==> config.mk <==
export PLATFORM = sky130hd
export DESIGN_NAME = pps_top
export DESIGN_NICKNAME = d
export VERILOG_FILES = /design/src/pkg/pps_pkg.sv /design/src/hdl/pps_top.sv
export VERILOG_INCLUDE_DIRS = /design/src /design/src/pkg
export SDC_FILE = /design/constraint.sdc
export NUM_CORES = 1
export LEC_CHECK = 0
export BUFFER_PORTS_ARGS = -buffer_cell sky130_fd_sc_hd__buf_2
export CAP_MARGIN = 20
export CORE_ASPECT_RATIO = 0.8
export CORE_MARGIN = 10
export CORE_UTILIZATION = 48
export DETAILED_ROUTE_END_ITERATION = 10
export PLACE_DENSITY = 0.74
export SKIP_LAST_GASP = 1
export SLEW_MARGIN = 15
export SYNTH_ARGS = -nofsm -noshare
export SYNTH_HDL_FRONTEND = slang
export SYNTH_SLANG_ARGS = --single-unit
==> constraint.sdc <==
create_clock -name MCLK_I -period 3.5 [get_ports MCLK_I]
set_input_delay 0.175 -clock MCLK_I [delete_from_list [all_inputs] [get_ports MCLK_I]]
set_output_delay 0.175 -clock MCLK_I [all_outputs]
set_load 0.005 [all_outputs]
==> src/pkg/pps_map.svh <==
// Register offsets, field positions, response codes and timing counts of the power sequencer.
`ifndef PPS_MAP_SVH
`define PPS_MAP_SVH

// ----------------------------------------------------------------
// Register map
// ----------------------------------------------------------------
`define PPS_ADDR_W 8
`define PPS_CTRL_OFFSET 8'h00
`define PPS_STATUS_OFFSET 8'h04
`define PPS_TMR_MODE_LSB 0
`define PPS_TMR_MODE_W 2
`define PPS_ST_ENABLE_BIT 0
`define PPS_ST_INT_BIT 1
`define PPS_ST_MON_SRC_BIT 2
`define PPS_ST_MON_LVL_BIT 3
`define PPS_ST_ARMED_BIT 4
`define PPS_ST_OFF_BIT 5
`define PPS_RESP_OKAY 2'h0
`define PPS_RESP_SLVERR 2'h2

// ----------------------------------------------------------------
// Timing
// ----------------------------------------------------------------
`define PPS_CLK_MHZ 125
`define PPS_TICK_US 1000
`define PPS_DEB_MS 10'd32
`define PPS_INT_MIN_MS 10'd32
`define PPS_BLANK_MS 10'd512
`define PPS_LOCK_MS 10'd1000
`define PPS_TMR_PERIODS 5'd16

`endif

==> src/pkg/pps_pkg.sv <==
// Types shared by the pushbutton power sequencer.
package pps_pkg;

    typedef enum logic [3:0] {
        PPS_OFF, PPS_ON_DEB, PPS_ON_BLANK, PPS_ON_RUN, PPS_OFF_DEB,
        PPS_INT_MIN, PPS_TMR_CNT, PPS_WAIT_REL, PPS_LOCKOUT
    } pps_state_e;

    typedef enum logic [1:0] {
        PPS_TMR_OPEN, PPS_TMR_GROUND, PPS_TMR_EXT
    } pps_tmr_e;

    typedef struct packed {
        logic [7:0] awaddr;
        logic aw_ok;
        logic [31:0] wdata;
        logic [3:0] wstrb;
        logic w_ok;
        logic bvalid;
        logic [1:0] bresp;
        logic rvalid;
        logic [31:0] rdata;
        logic [1:0] rresp;
    } pps_axi_s;

    typedef struct packed {
        pps_state_e st;
        logic [16:0] tick;
        logic [9:0] ms;
        logic [4:0] tmr_cnt;
        logic [4:0] sy1;
        logic [4:0] sy2;
        logic btn_d;
        logic mon_d;
        logic tmr_d;
        logic mon_src;
        logic int_mon;
        logic armed;
        logic first;
        pps_tmr_e tmr_mode;
        logic en;
        logic int_low;
        pps_axi_s axi;
    } pps_core_s;

endpackage

==> src/hdl/pps_top.sv <==
// Pushbutton power on/off sequencer with an AXI4-Lite control and status port.
`timescale 1ns/1ps
`include "pps_map.svh"

module pps_top #(
    parameter bit ENABLE_ACTIVE_LOW = 1'b0,
    parameter int TICK_CYCLES = `PPS_TICK_US * `PPS_CLK_MHZ
) (
    input wire logic MCLK_I,
    input wire logic RSTN_I,
    input wire logic BUTTON_N_I,
    input wire logic MONITOR_I,
    input wire logic RELEASE_N_I,
    input wire logic MODE_SEL_I,
    input wire logic FORCED_OFF_TIMER_PIN_I,
    output logic SYS_ENABLE_O,
    output logic POWER_DOWN_INT_N_O,
    output logic POWER_DOWN_INT_N_OE_O,
    output logic MONITOR_LEVEL_STATUS_O,
    input wire logic [`PPS_ADDR_W-1:0] S_AXI_AWADDR_I,
    input wire logic S_AXI_AWVALID_I,
    output logic S_AXI_AWREADY_O,
    input wire logic [31:0] S_AXI_WDATA_I,
    input wire logic [3:0] S_AXI_WSTRB_I,
    input wire logic S_AXI_WVALID_I,
    output logic S_AXI_WREADY_O,
    output logic [1:0] S_AXI_BRESP_O,
    output logic S_AXI_BVALID_O,
    input wire logic S_AXI_BREADY_I,
    input wire logic [`PPS_ADDR_W-1:0] S_AXI_ARADDR_I,
    input wire logic S_AXI_ARVALID_I,
    output logic S_AXI_ARREADY_O,
    output logic [31:0] S_AXI_RDATA_O,
    output logic [1:0] S_AXI_RRESP_O,
    output logic S_AXI_RVALID_O,
    input wire logic S_AXI_RREADY_I
);
    import pps_pkg::*;

    // Sync bit positions within the synchroniser vectors.
    localparam int SB = 0;
    localparam int SM = 1;
    localparam int SR = 2;
    localparam int SS = 3;
    localparam int ST = 4;

    logic [1:0] rst_sy;
    logic rst_n;
    pps_core_s s_r;
    pps_core_s s_nxt;

    // ----------------------------------------------------------------
    // Reset release
    // ----------------------------------------------------------------
    always_ff @(posedge MCLK_I or negedge RSTN_I) begin
        if (!RSTN_I) begin
            rst_sy <= 2'b00;
        end else begin
            rst_sy <= {rst_sy[0], 1'b1};
        end
    end
    assign rst_n = rst_sy[1];

    function automatic logic addr_hit(input logic [7:0] a, input logic [7:0] off);
        addr_hit = (a[7:2] == off[7:2]);
    endfunction

    // ----------------------------------------------------------------
    // Sequencer and register file
    // ----------------------------------------------------------------
    always_comb begin
        logic btn;
        logic mon;
        logic rel_n;
        logic sel;
        logic tick_wrap;
        logic restart;
        logic [9:0] target;
        logic done;
        logic btn_fall;
        logic mon_rise;
        logic mon_fall;
        logic tmr_rise;
        logic go_off;
        btn = s_r.sy2[SB];
        mon = s_r.sy2[SM];
        rel_n = s_r.sy2[SR];
        sel = s_r.sy2[SS];
        s_nxt = s_r;
        restart = 1'b0;
        go_off = 1'b0;
        s_nxt.sy1 = {FORCED_OFF_TIMER_PIN_I, MODE_SEL_I, RELEASE_N_I, MONITOR_I, BUTTON_N_I};
        s_nxt.sy2 = s_r.sy1;
        s_nxt.btn_d = btn;
        s_nxt.mon_d = mon;
        s_nxt.tmr_d = s_r.sy2[ST];
        btn_fall = s_r.btn_d && !btn;
        mon_rise = !s_r.mon_d && mon;
        mon_fall = s_r.mon_d && !mon;
        tmr_rise = !s_r.tmr_d && s_r.sy2[ST];

        // Every window counts whole ticks from a restart, so none can end early.
        // shared tick base
        tick_wrap = (s_r.tick == 17'(TICK_CYCLES - 1));
        s_nxt.tick = tick_wrap ? 17'h00000 : s_r.tick + 17'h00001;
        if (tick_wrap) begin
            s_nxt.ms = s_r.ms + 10'h001;
        end
        case (s_r.st)
            PPS_ON_DEB, PPS_OFF_DEB: target = `PPS_DEB_MS;
            PPS_INT_MIN: target = `PPS_INT_MIN_MS;
            PPS_ON_BLANK: target = `PPS_BLANK_MS;
            default: target = `PPS_LOCK_MS;
        endcase
        done = tick_wrap && (s_r.ms == target - 10'h001);

        case (s_r.st)
            PPS_OFF: begin
                if (btn_fall) begin
                    s_nxt.st = PPS_ON_DEB;
                    s_nxt.mon_src = 1'b0;
                    restart = 1'b1;
                end else if (mon_rise || (s_r.first && mon)) begin
                    s_nxt.st = PPS_ON_DEB;
                    s_nxt.mon_src = 1'b1;
                    restart = 1'b1;
                end
                s_nxt.first = 1'b0;
            end
            PPS_ON_DEB: begin
                if (!s_r.mon_src && btn) begin
                    s_nxt.st = mon ? PPS_ON_DEB : PPS_OFF;
                    s_nxt.mon_src = mon;
                    restart = 1'b1;
                end else if (s_r.mon_src && !mon) begin
                    s_nxt.st = PPS_OFF;
                end else if (done) begin
                    s_nxt.st = PPS_ON_BLANK;
                    restart = 1'b1;
                end
            end
            PPS_ON_BLANK: begin
                if (done) begin
                    if (!rel_n) begin
                        go_off = 1'b1;
                    end else begin
                        s_nxt.st = PPS_ON_RUN;
                        s_nxt.armed = btn;
                    end
                end
            end
            PPS_ON_RUN: begin
                if (btn) begin
                    s_nxt.armed = 1'b1;
                end
                if (!rel_n) begin
                    go_off = 1'b1;
                end else if (s_r.armed && !btn) begin
                    s_nxt.st = PPS_OFF_DEB;
                    s_nxt.int_mon = 1'b0;
                    restart = 1'b1;
                end else if (mon_fall && s_r.mon_src && sel) begin
                    s_nxt.st = PPS_INT_MIN;
                    s_nxt.int_mon = 1'b1;
                    restart = 1'b1;
                end
            end
            PPS_OFF_DEB: begin
                if (!rel_n) begin
                    go_off = 1'b1;
                end else if (btn) begin
                    s_nxt.st = PPS_ON_RUN;
                end else if (done) begin
                    s_nxt.st = PPS_INT_MIN;
                    restart = 1'b1;
                end
            end
            PPS_INT_MIN: begin
                if (!rel_n) begin
                    go_off = 1'b1;
                end else if (done) begin
                    if (s_r.int_mon ? !mon : !btn) begin
                        s_nxt.st = PPS_TMR_CNT;
                        s_nxt.tmr_cnt = 5'h00;
                    end else begin
                        s_nxt.st = PPS_ON_RUN;
                    end
                end
            end
            PPS_TMR_CNT: begin
                if (tmr_rise && s_r.tmr_cnt != `PPS_TMR_PERIODS) begin
                    s_nxt.tmr_cnt = s_r.tmr_cnt + 5'h01;
                end
                if (!rel_n) begin
                    go_off = 1'b1;
                end else if (s_r.int_mon ? mon : btn) begin
                    s_nxt.st = PPS_ON_RUN;
                end else begin
                    case (s_r.tmr_mode)
                        PPS_TMR_OPEN: go_off = 1'b1;
                        PPS_TMR_GROUND: go_off = 1'b0;
                        default: go_off = (s_r.tmr_cnt == `PPS_TMR_PERIODS);
                    endcase
                end
            end
            PPS_WAIT_REL: begin
                if (btn) begin
                    s_nxt.st = PPS_LOCKOUT;
                    restart = 1'b1;
                end
            end
            PPS_LOCKOUT: begin
                if (done) begin
                    s_nxt.st = PPS_OFF;
                end
            end
            default: begin
                s_nxt.st = PPS_OFF;
            end
        endcase

        // Requested and forced turn-offs share one exit, so lockout entry is identical.
        if (go_off) begin
            s_nxt.st = btn ? PPS_LOCKOUT : PPS_WAIT_REL;
            restart = 1'b1;
        end
        if (restart) begin
            s_nxt.tick = 17'h00000;
            s_nxt.ms = 10'h000;
        end

        s_nxt.en = (s_nxt.st == PPS_ON_BLANK) || (s_nxt.st == PPS_ON_RUN)
            || (s_nxt.st == PPS_OFF_DEB) || (s_nxt.st == PPS_INT_MIN)
            || (s_nxt.st == PPS_TMR_CNT);
        s_nxt.int_low = (s_nxt.st == PPS_INT_MIN) || (s_nxt.st == PPS_TMR_CNT);

        // Write channel: address and data may arrive in either order.
        if (S_AXI_AWVALID_I && !s_r.axi.aw_ok && !s_r.axi.bvalid) begin
            s_nxt.axi.aw_ok = 1'b1;
            s_nxt.axi.awaddr = S_AXI_AWADDR_I;
        end
        if (S_AXI_WVALID_I && !s_r.axi.w_ok && !s_r.axi.bvalid) begin
            s_nxt.axi.w_ok = 1'b1;
            s_nxt.axi.wdata = S_AXI_WDATA_I;
            s_nxt.axi.wstrb = S_AXI_WSTRB_I;
        end
        if (s_r.axi.aw_ok && s_r.axi.w_ok) begin
            s_nxt.axi.aw_ok = 1'b0;
            s_nxt.axi.w_ok = 1'b0;
            s_nxt.axi.bvalid = 1'b1;
            s_nxt.axi.bresp = `PPS_RESP_OKAY;
            if (addr_hit(s_r.axi.awaddr, `PPS_CTRL_OFFSET)) begin
                if (s_r.axi.wstrb[0]) begin
                    s_nxt.tmr_mode = pps_tmr_e'(
                        s_r.axi.wdata[`PPS_TMR_MODE_LSB +: `PPS_TMR_MODE_W]);
                end
            end else if (!addr_hit(s_r.axi.awaddr, `PPS_STATUS_OFFSET)) begin
                s_nxt.axi.bresp = `PPS_RESP_SLVERR;
            end
        end
        if (s_r.axi.bvalid && S_AXI_BREADY_I) begin
            s_nxt.axi.bvalid = 1'b0;
        end
        if (s_r.axi.rvalid && S_AXI_RREADY_I) begin
            s_nxt.axi.rvalid = 1'b0;
        end
        // Reads have no side effects, so a repeated read is harmless.
        if (S_AXI_ARVALID_I && !s_r.axi.rvalid) begin
            s_nxt.axi.rvalid = 1'b1;
            s_nxt.axi.rresp = `PPS_RESP_OKAY;
            s_nxt.axi.rdata = 32'h00000000;
            if (addr_hit(S_AXI_ARADDR_I, `PPS_CTRL_OFFSET)) begin
                s_nxt.axi.rdata[`PPS_TMR_MODE_LSB +: `PPS_TMR_MODE_W] = s_r.tmr_mode;
            end else if (addr_hit(S_AXI_ARADDR_I, `PPS_STATUS_OFFSET)) begin
                s_nxt.axi.rdata[`PPS_ST_ENABLE_BIT] = s_r.en;
                s_nxt.axi.rdata[`PPS_ST_INT_BIT] = s_r.int_low;
                s_nxt.axi.rdata[`PPS_ST_MON_SRC_BIT] = s_r.mon_src;
                s_nxt.axi.rdata[`PPS_ST_MON_LVL_BIT] = mon;
                s_nxt.axi.rdata[`PPS_ST_ARMED_BIT] = s_r.armed;
                s_nxt.axi.rdata[`PPS_ST_OFF_BIT] = (s_r.st == PPS_OFF);
            end else begin
                s_nxt.axi.rresp = `PPS_RESP_SLVERR;
            end
        end
    end

    // Power-up behaves as a lockout so a monitor already high turns on afterwards.
    always_ff @(posedge MCLK_I or negedge rst_n) begin
        if (!rst_n) begin
            s_r <= '0;
            s_r.st <= PPS_LOCKOUT;
            s_r.sy1 <= 5'h01;
            s_r.sy2 <= 5'h01;
            s_r.btn_d <= 1'b1;
            s_r.first <= 1'b1;
            s_r.tmr_mode <= PPS_TMR_OPEN;
        end else begin
            s_r <= s_nxt;
        end
    end

    // ----------------------------------------------------------------
    // Outputs
    // ----------------------------------------------------------------
    // build-time enable polarity
    assign SYS_ENABLE_O = s_r.en ^ ENABLE_ACTIVE_LOW;
    // Open drain: the pin is only ever pulled low, the board pulls it high.
    assign POWER_DOWN_INT_N_O = 1'b0;
    assign POWER_DOWN_INT_N_OE_O = s_r.int_low;
    assign MONITOR_LEVEL_STATUS_O = s_r.sy2[SM];

    assign S_AXI_AWREADY_O = !s_r.axi.aw_ok && !s_r.axi.bvalid;
    assign S_AXI_WREADY_O = !s_r.axi.w_ok && !s_r.axi.bvalid;
    assign S_AXI_BVALID_O = s_r.axi.bvalid;
    assign S_AXI_BRESP_O = s_r.axi.bresp;
    assign S_AXI_ARREADY_O = !s_r.axi.rvalid;
    assign S_AXI_RVALID_O = s_r.axi.rvalid;
    assign S_AXI_RDATA_O = s_r.axi.rdata;
    assign S_AXI_RRESP_O = s_r.axi.rresp;

endmodule

==> metrics <==
TritonCTS clock tree=yes; vias in the first global route=2,870; Core Footprint=0.00848 mm²; CP max stage cell=or4_1; chip height=a little over 100 µm; top_reg_cell synth=dfrtp_1; DRT iter0 DRCs=approximately 220; io pins=roughly 110; Sw Share=30.5%; row count=30; Worst Setup Slack, final=0.181 ns; largest net degree at the start of global routing=79; CP delay by family, top=simple AND/OR/NAND/NOR gates; commonest non-fill, non-tap cell in the layout=dfrtp_1; total CTS buffers=9; worst path required time=~3.8 ns; TNS Setup=0 ns; GRT Util Overall=13.4%; PD cells=516 mW/mm²; Worst IR Drop VDD=between 0.3 and 0.4 mV; H-tree depth=3; Static Leak=2.15 nW; final net count=between 500 and 600; worst slew pin tran=0.963 ns; most frequent cells in the layout=74 x dfrtp_1, 44 x nor2_1, 42 x buf_2, 33 x nand2_1, 30 x conb_1; layout cells sized above 1=a little under a fifth; critical path class=reg2reg; Tmin final=approximately 3.3 ns; global-route wire length before repair=14,100 µm; Fin. Hold Viols=0; Arr. time, crit path=approximately 3.6 ns; Slew Viols, Final=0; Mapped Area=~0.0042 mm²; Critical Path Start Type=flip-flop; grt ovf=0; CTS Root Cell=clkbuf_8; final setup fails=0; vias per cell=roughly 5.3; Layout fillers=774; Starting Density=49.2%; Buf/Inv on CP=1; PortBufs=between 40 and 50; area grow syn2layout=11.6%; sequential share of power=48.5%; Logic pwr share=approximately 22%; net switching power=0.732 mW; Pint=around 1.7 mW; worst skew pair latency=roughly 0.37 ns; Reg2Reg Launch Point=s_r[137]; Clock transition at path regs=around 0.08 ns; Seq/Total Area, Yosys=between 40% and 50%; clock network power share=between 20% and 30%; period utilisation layout=a little over nine tenths; skew final=0.0106 ns; outcome=completed; Netlist cell types=between 50 and 60; Worst Setup SP=s_r[137]; placed inst area=0.00437 mm²; Final Util=54.9%; DRT Pass-1 Iters=4; Placed Cells incl. Taps=between 500 and 600; Post-Route WL=8460 µm; clock sink count=80; antenna viol nets, final=0; Max Cap Viol=0; Syn Area/Cell=just over 10 µm²; WL/cell=14.7 µm; die width=roughly 120 µm; die area=about 0.013 mm²; DR vias=3,041; min-delay src=S_AXI_AWADDR_I[6]; Critical Path Fanout Max=17; worst-path cell chain=nand2b_1, or3_1, ha_1, or4_1, o21a_1, a2111o_1, a21o_1, a21boi_1, or4b_1, buf_12, nor2_1; initial antenna violation count=0; max-slew headroom at the worst pin=approximately 36%; number of flops mapped to enable cells by yosys=0; final routed DRC violation total=0; crit path capture type=flip-flop; pre-CTS setup slack=between 0.07 and 0.08 ns; post-synthesis register bit count=80; Crit path largest cell delay=between 0.5 and 0.6 ns; Worst Hold Class=in2reg; Max clock buf depth=2; Max Fclk=between 300 and 400 MHz; Synth Instances=approximately 410; ys async rst share=100%; antenna cell count=0; post-route cell area=approximately 0.0047 mm²; Yosys warnings=0; placer congestion estimate=between 0.9 and 1; Final HPWL DP=between 6000 and 7000 µm; final std cells w/o fill=just under 600
[registers in the layout, indices dropped and copies added (netlist names)]
| signal | count |
|---|---|
| s_r | 58 |
| s_nxt | 7 |
| S_AXI_RDATA_O | 6 |
| rst_sy | 2 |
| MONITOR_LEVEL_STATUS_O | 1 |
| POWER_DOWN_INT_N_OE_O | 1 |
| SYS_ENABLE_O | 1 |
| S_AXI_BRESP_O | 1 |
| S_AXI_BVALID_O | 1 |
| S_AXI_RRESP_O | 1 |
| S_AXI_RVALID_O | 1 |
[final timing paths]
kind                       cells past startpoint  slack (ns)         to
max in group asynchronous                      0        2.39   s_r[108]
min                                            2        0.04    s_r[82]
min in group asynchronous                      2        0.12  rst_sy[1]
max                                           11        0.18   s_r[132]
min reg2reg                                    0        0.35    s_r[97]
max reg2reg                                   11        0.18   s_r[132]
[cells by family after synthesis]
group	share of synthesized area [%]
AO/OA/AOI/OAI	10.4
XOR/XNOR	5.88
adder cells (fa/ha/maj)	2.10
buffers and inverters	8.96
flip-flops	48.1
multiplexers	4.95
other	0.180
AND/OR/NAND/NOR	19.4
[cells in the mapped netlist (4+ instances only)]
library cell / n / area (µm²)
nor2_1: 44 / 165
buf_4: 38 / 285
a21oi_1: 12 / 60.1
nand4_1: 8 / 50.1
nand2b_1: 7 / 43.8
xnor2_1: 11 / 96.3
dfstp_2: 5 / 131
nand2_1: 33 / 124
dfrtp_1: 75 / 1880
o21ai_0: 19 / 95.1
mux2_2: 13 / 146
a31oi_1: 4 / 25.0
inv_1: 11 / 41.3
a22o_1: 5 / 43.8
clkbuf_1: 6 / 22.5
nand3_1: 10 / 50.1
nor2b_1: 7 / 43.8
ha_1: 7 / 87.6
mux2i_1: 6 / 60.1
nor3_1: 7 / 35.0
and3_1: 9 / 56.3
xor2_1: 17 / 149
[layer usage]
layer / routed length, µm / global-route usage [%] / up-vias
li1: - / - / 1464
met1: 3860 / 17.1 / 1489
met2: 3990 / 20.6 / 80
met3: 536 / 4.38 / 8
met4: 83 / 5.45 / 0
met5: 0 / 0 / -
[timing repair]
item,4_1_cts,5_1_grt
hold endpoints to repair,9,0
hold buffers,8,0
endpoints found under the setup margin,0,14
gates resized for setup,0,2
buffers inserted,0,0
[cell type report]
class | count | area, µm² | area share, %
Sequential cell | 80 | 2010 | 43.2
Timing Repair Buffer | 57 | 355 | 7.63
Tap cell | 112 | 140 | 3.01
Clock inverter | 6 | 65.1 | 1.40
Multi-Input combinational cell | 301 | 1910 | 41.0
Inverter | 11 | 41.3 | 0.886
Clock buffer | 10 | 138 | 2.95
[power groups by stage]
stage | Combinational (mW) | Clock (mW) | Sequential, mW
final | 0.539 | 0.698 | 1.17
after floorplan | 0.423 | 0 | 1.15
after CTS | 0.538 | 0.723 | 1.17
after global routing | 0.606 | 0.753 | 1.19
after global placement | 0.513 | 0 | 1.18
after detailed placement | 0.531 | 0 | 1.18
[through the flow]
step / power, mW / hold WS, ns
2_1_floorplan: 1.57 / -0.121
3_3_place_gp: 1.69 / -0.0404
3_5_place_dp: 1.71 / -0.0367
4_1_cts: 2.43 / 0.0109
5_1_grt: 2.55 / 0.0217
6_report: 2.40 / 0.0360
No activity file was read; power rests on OpenSTA's default activity.
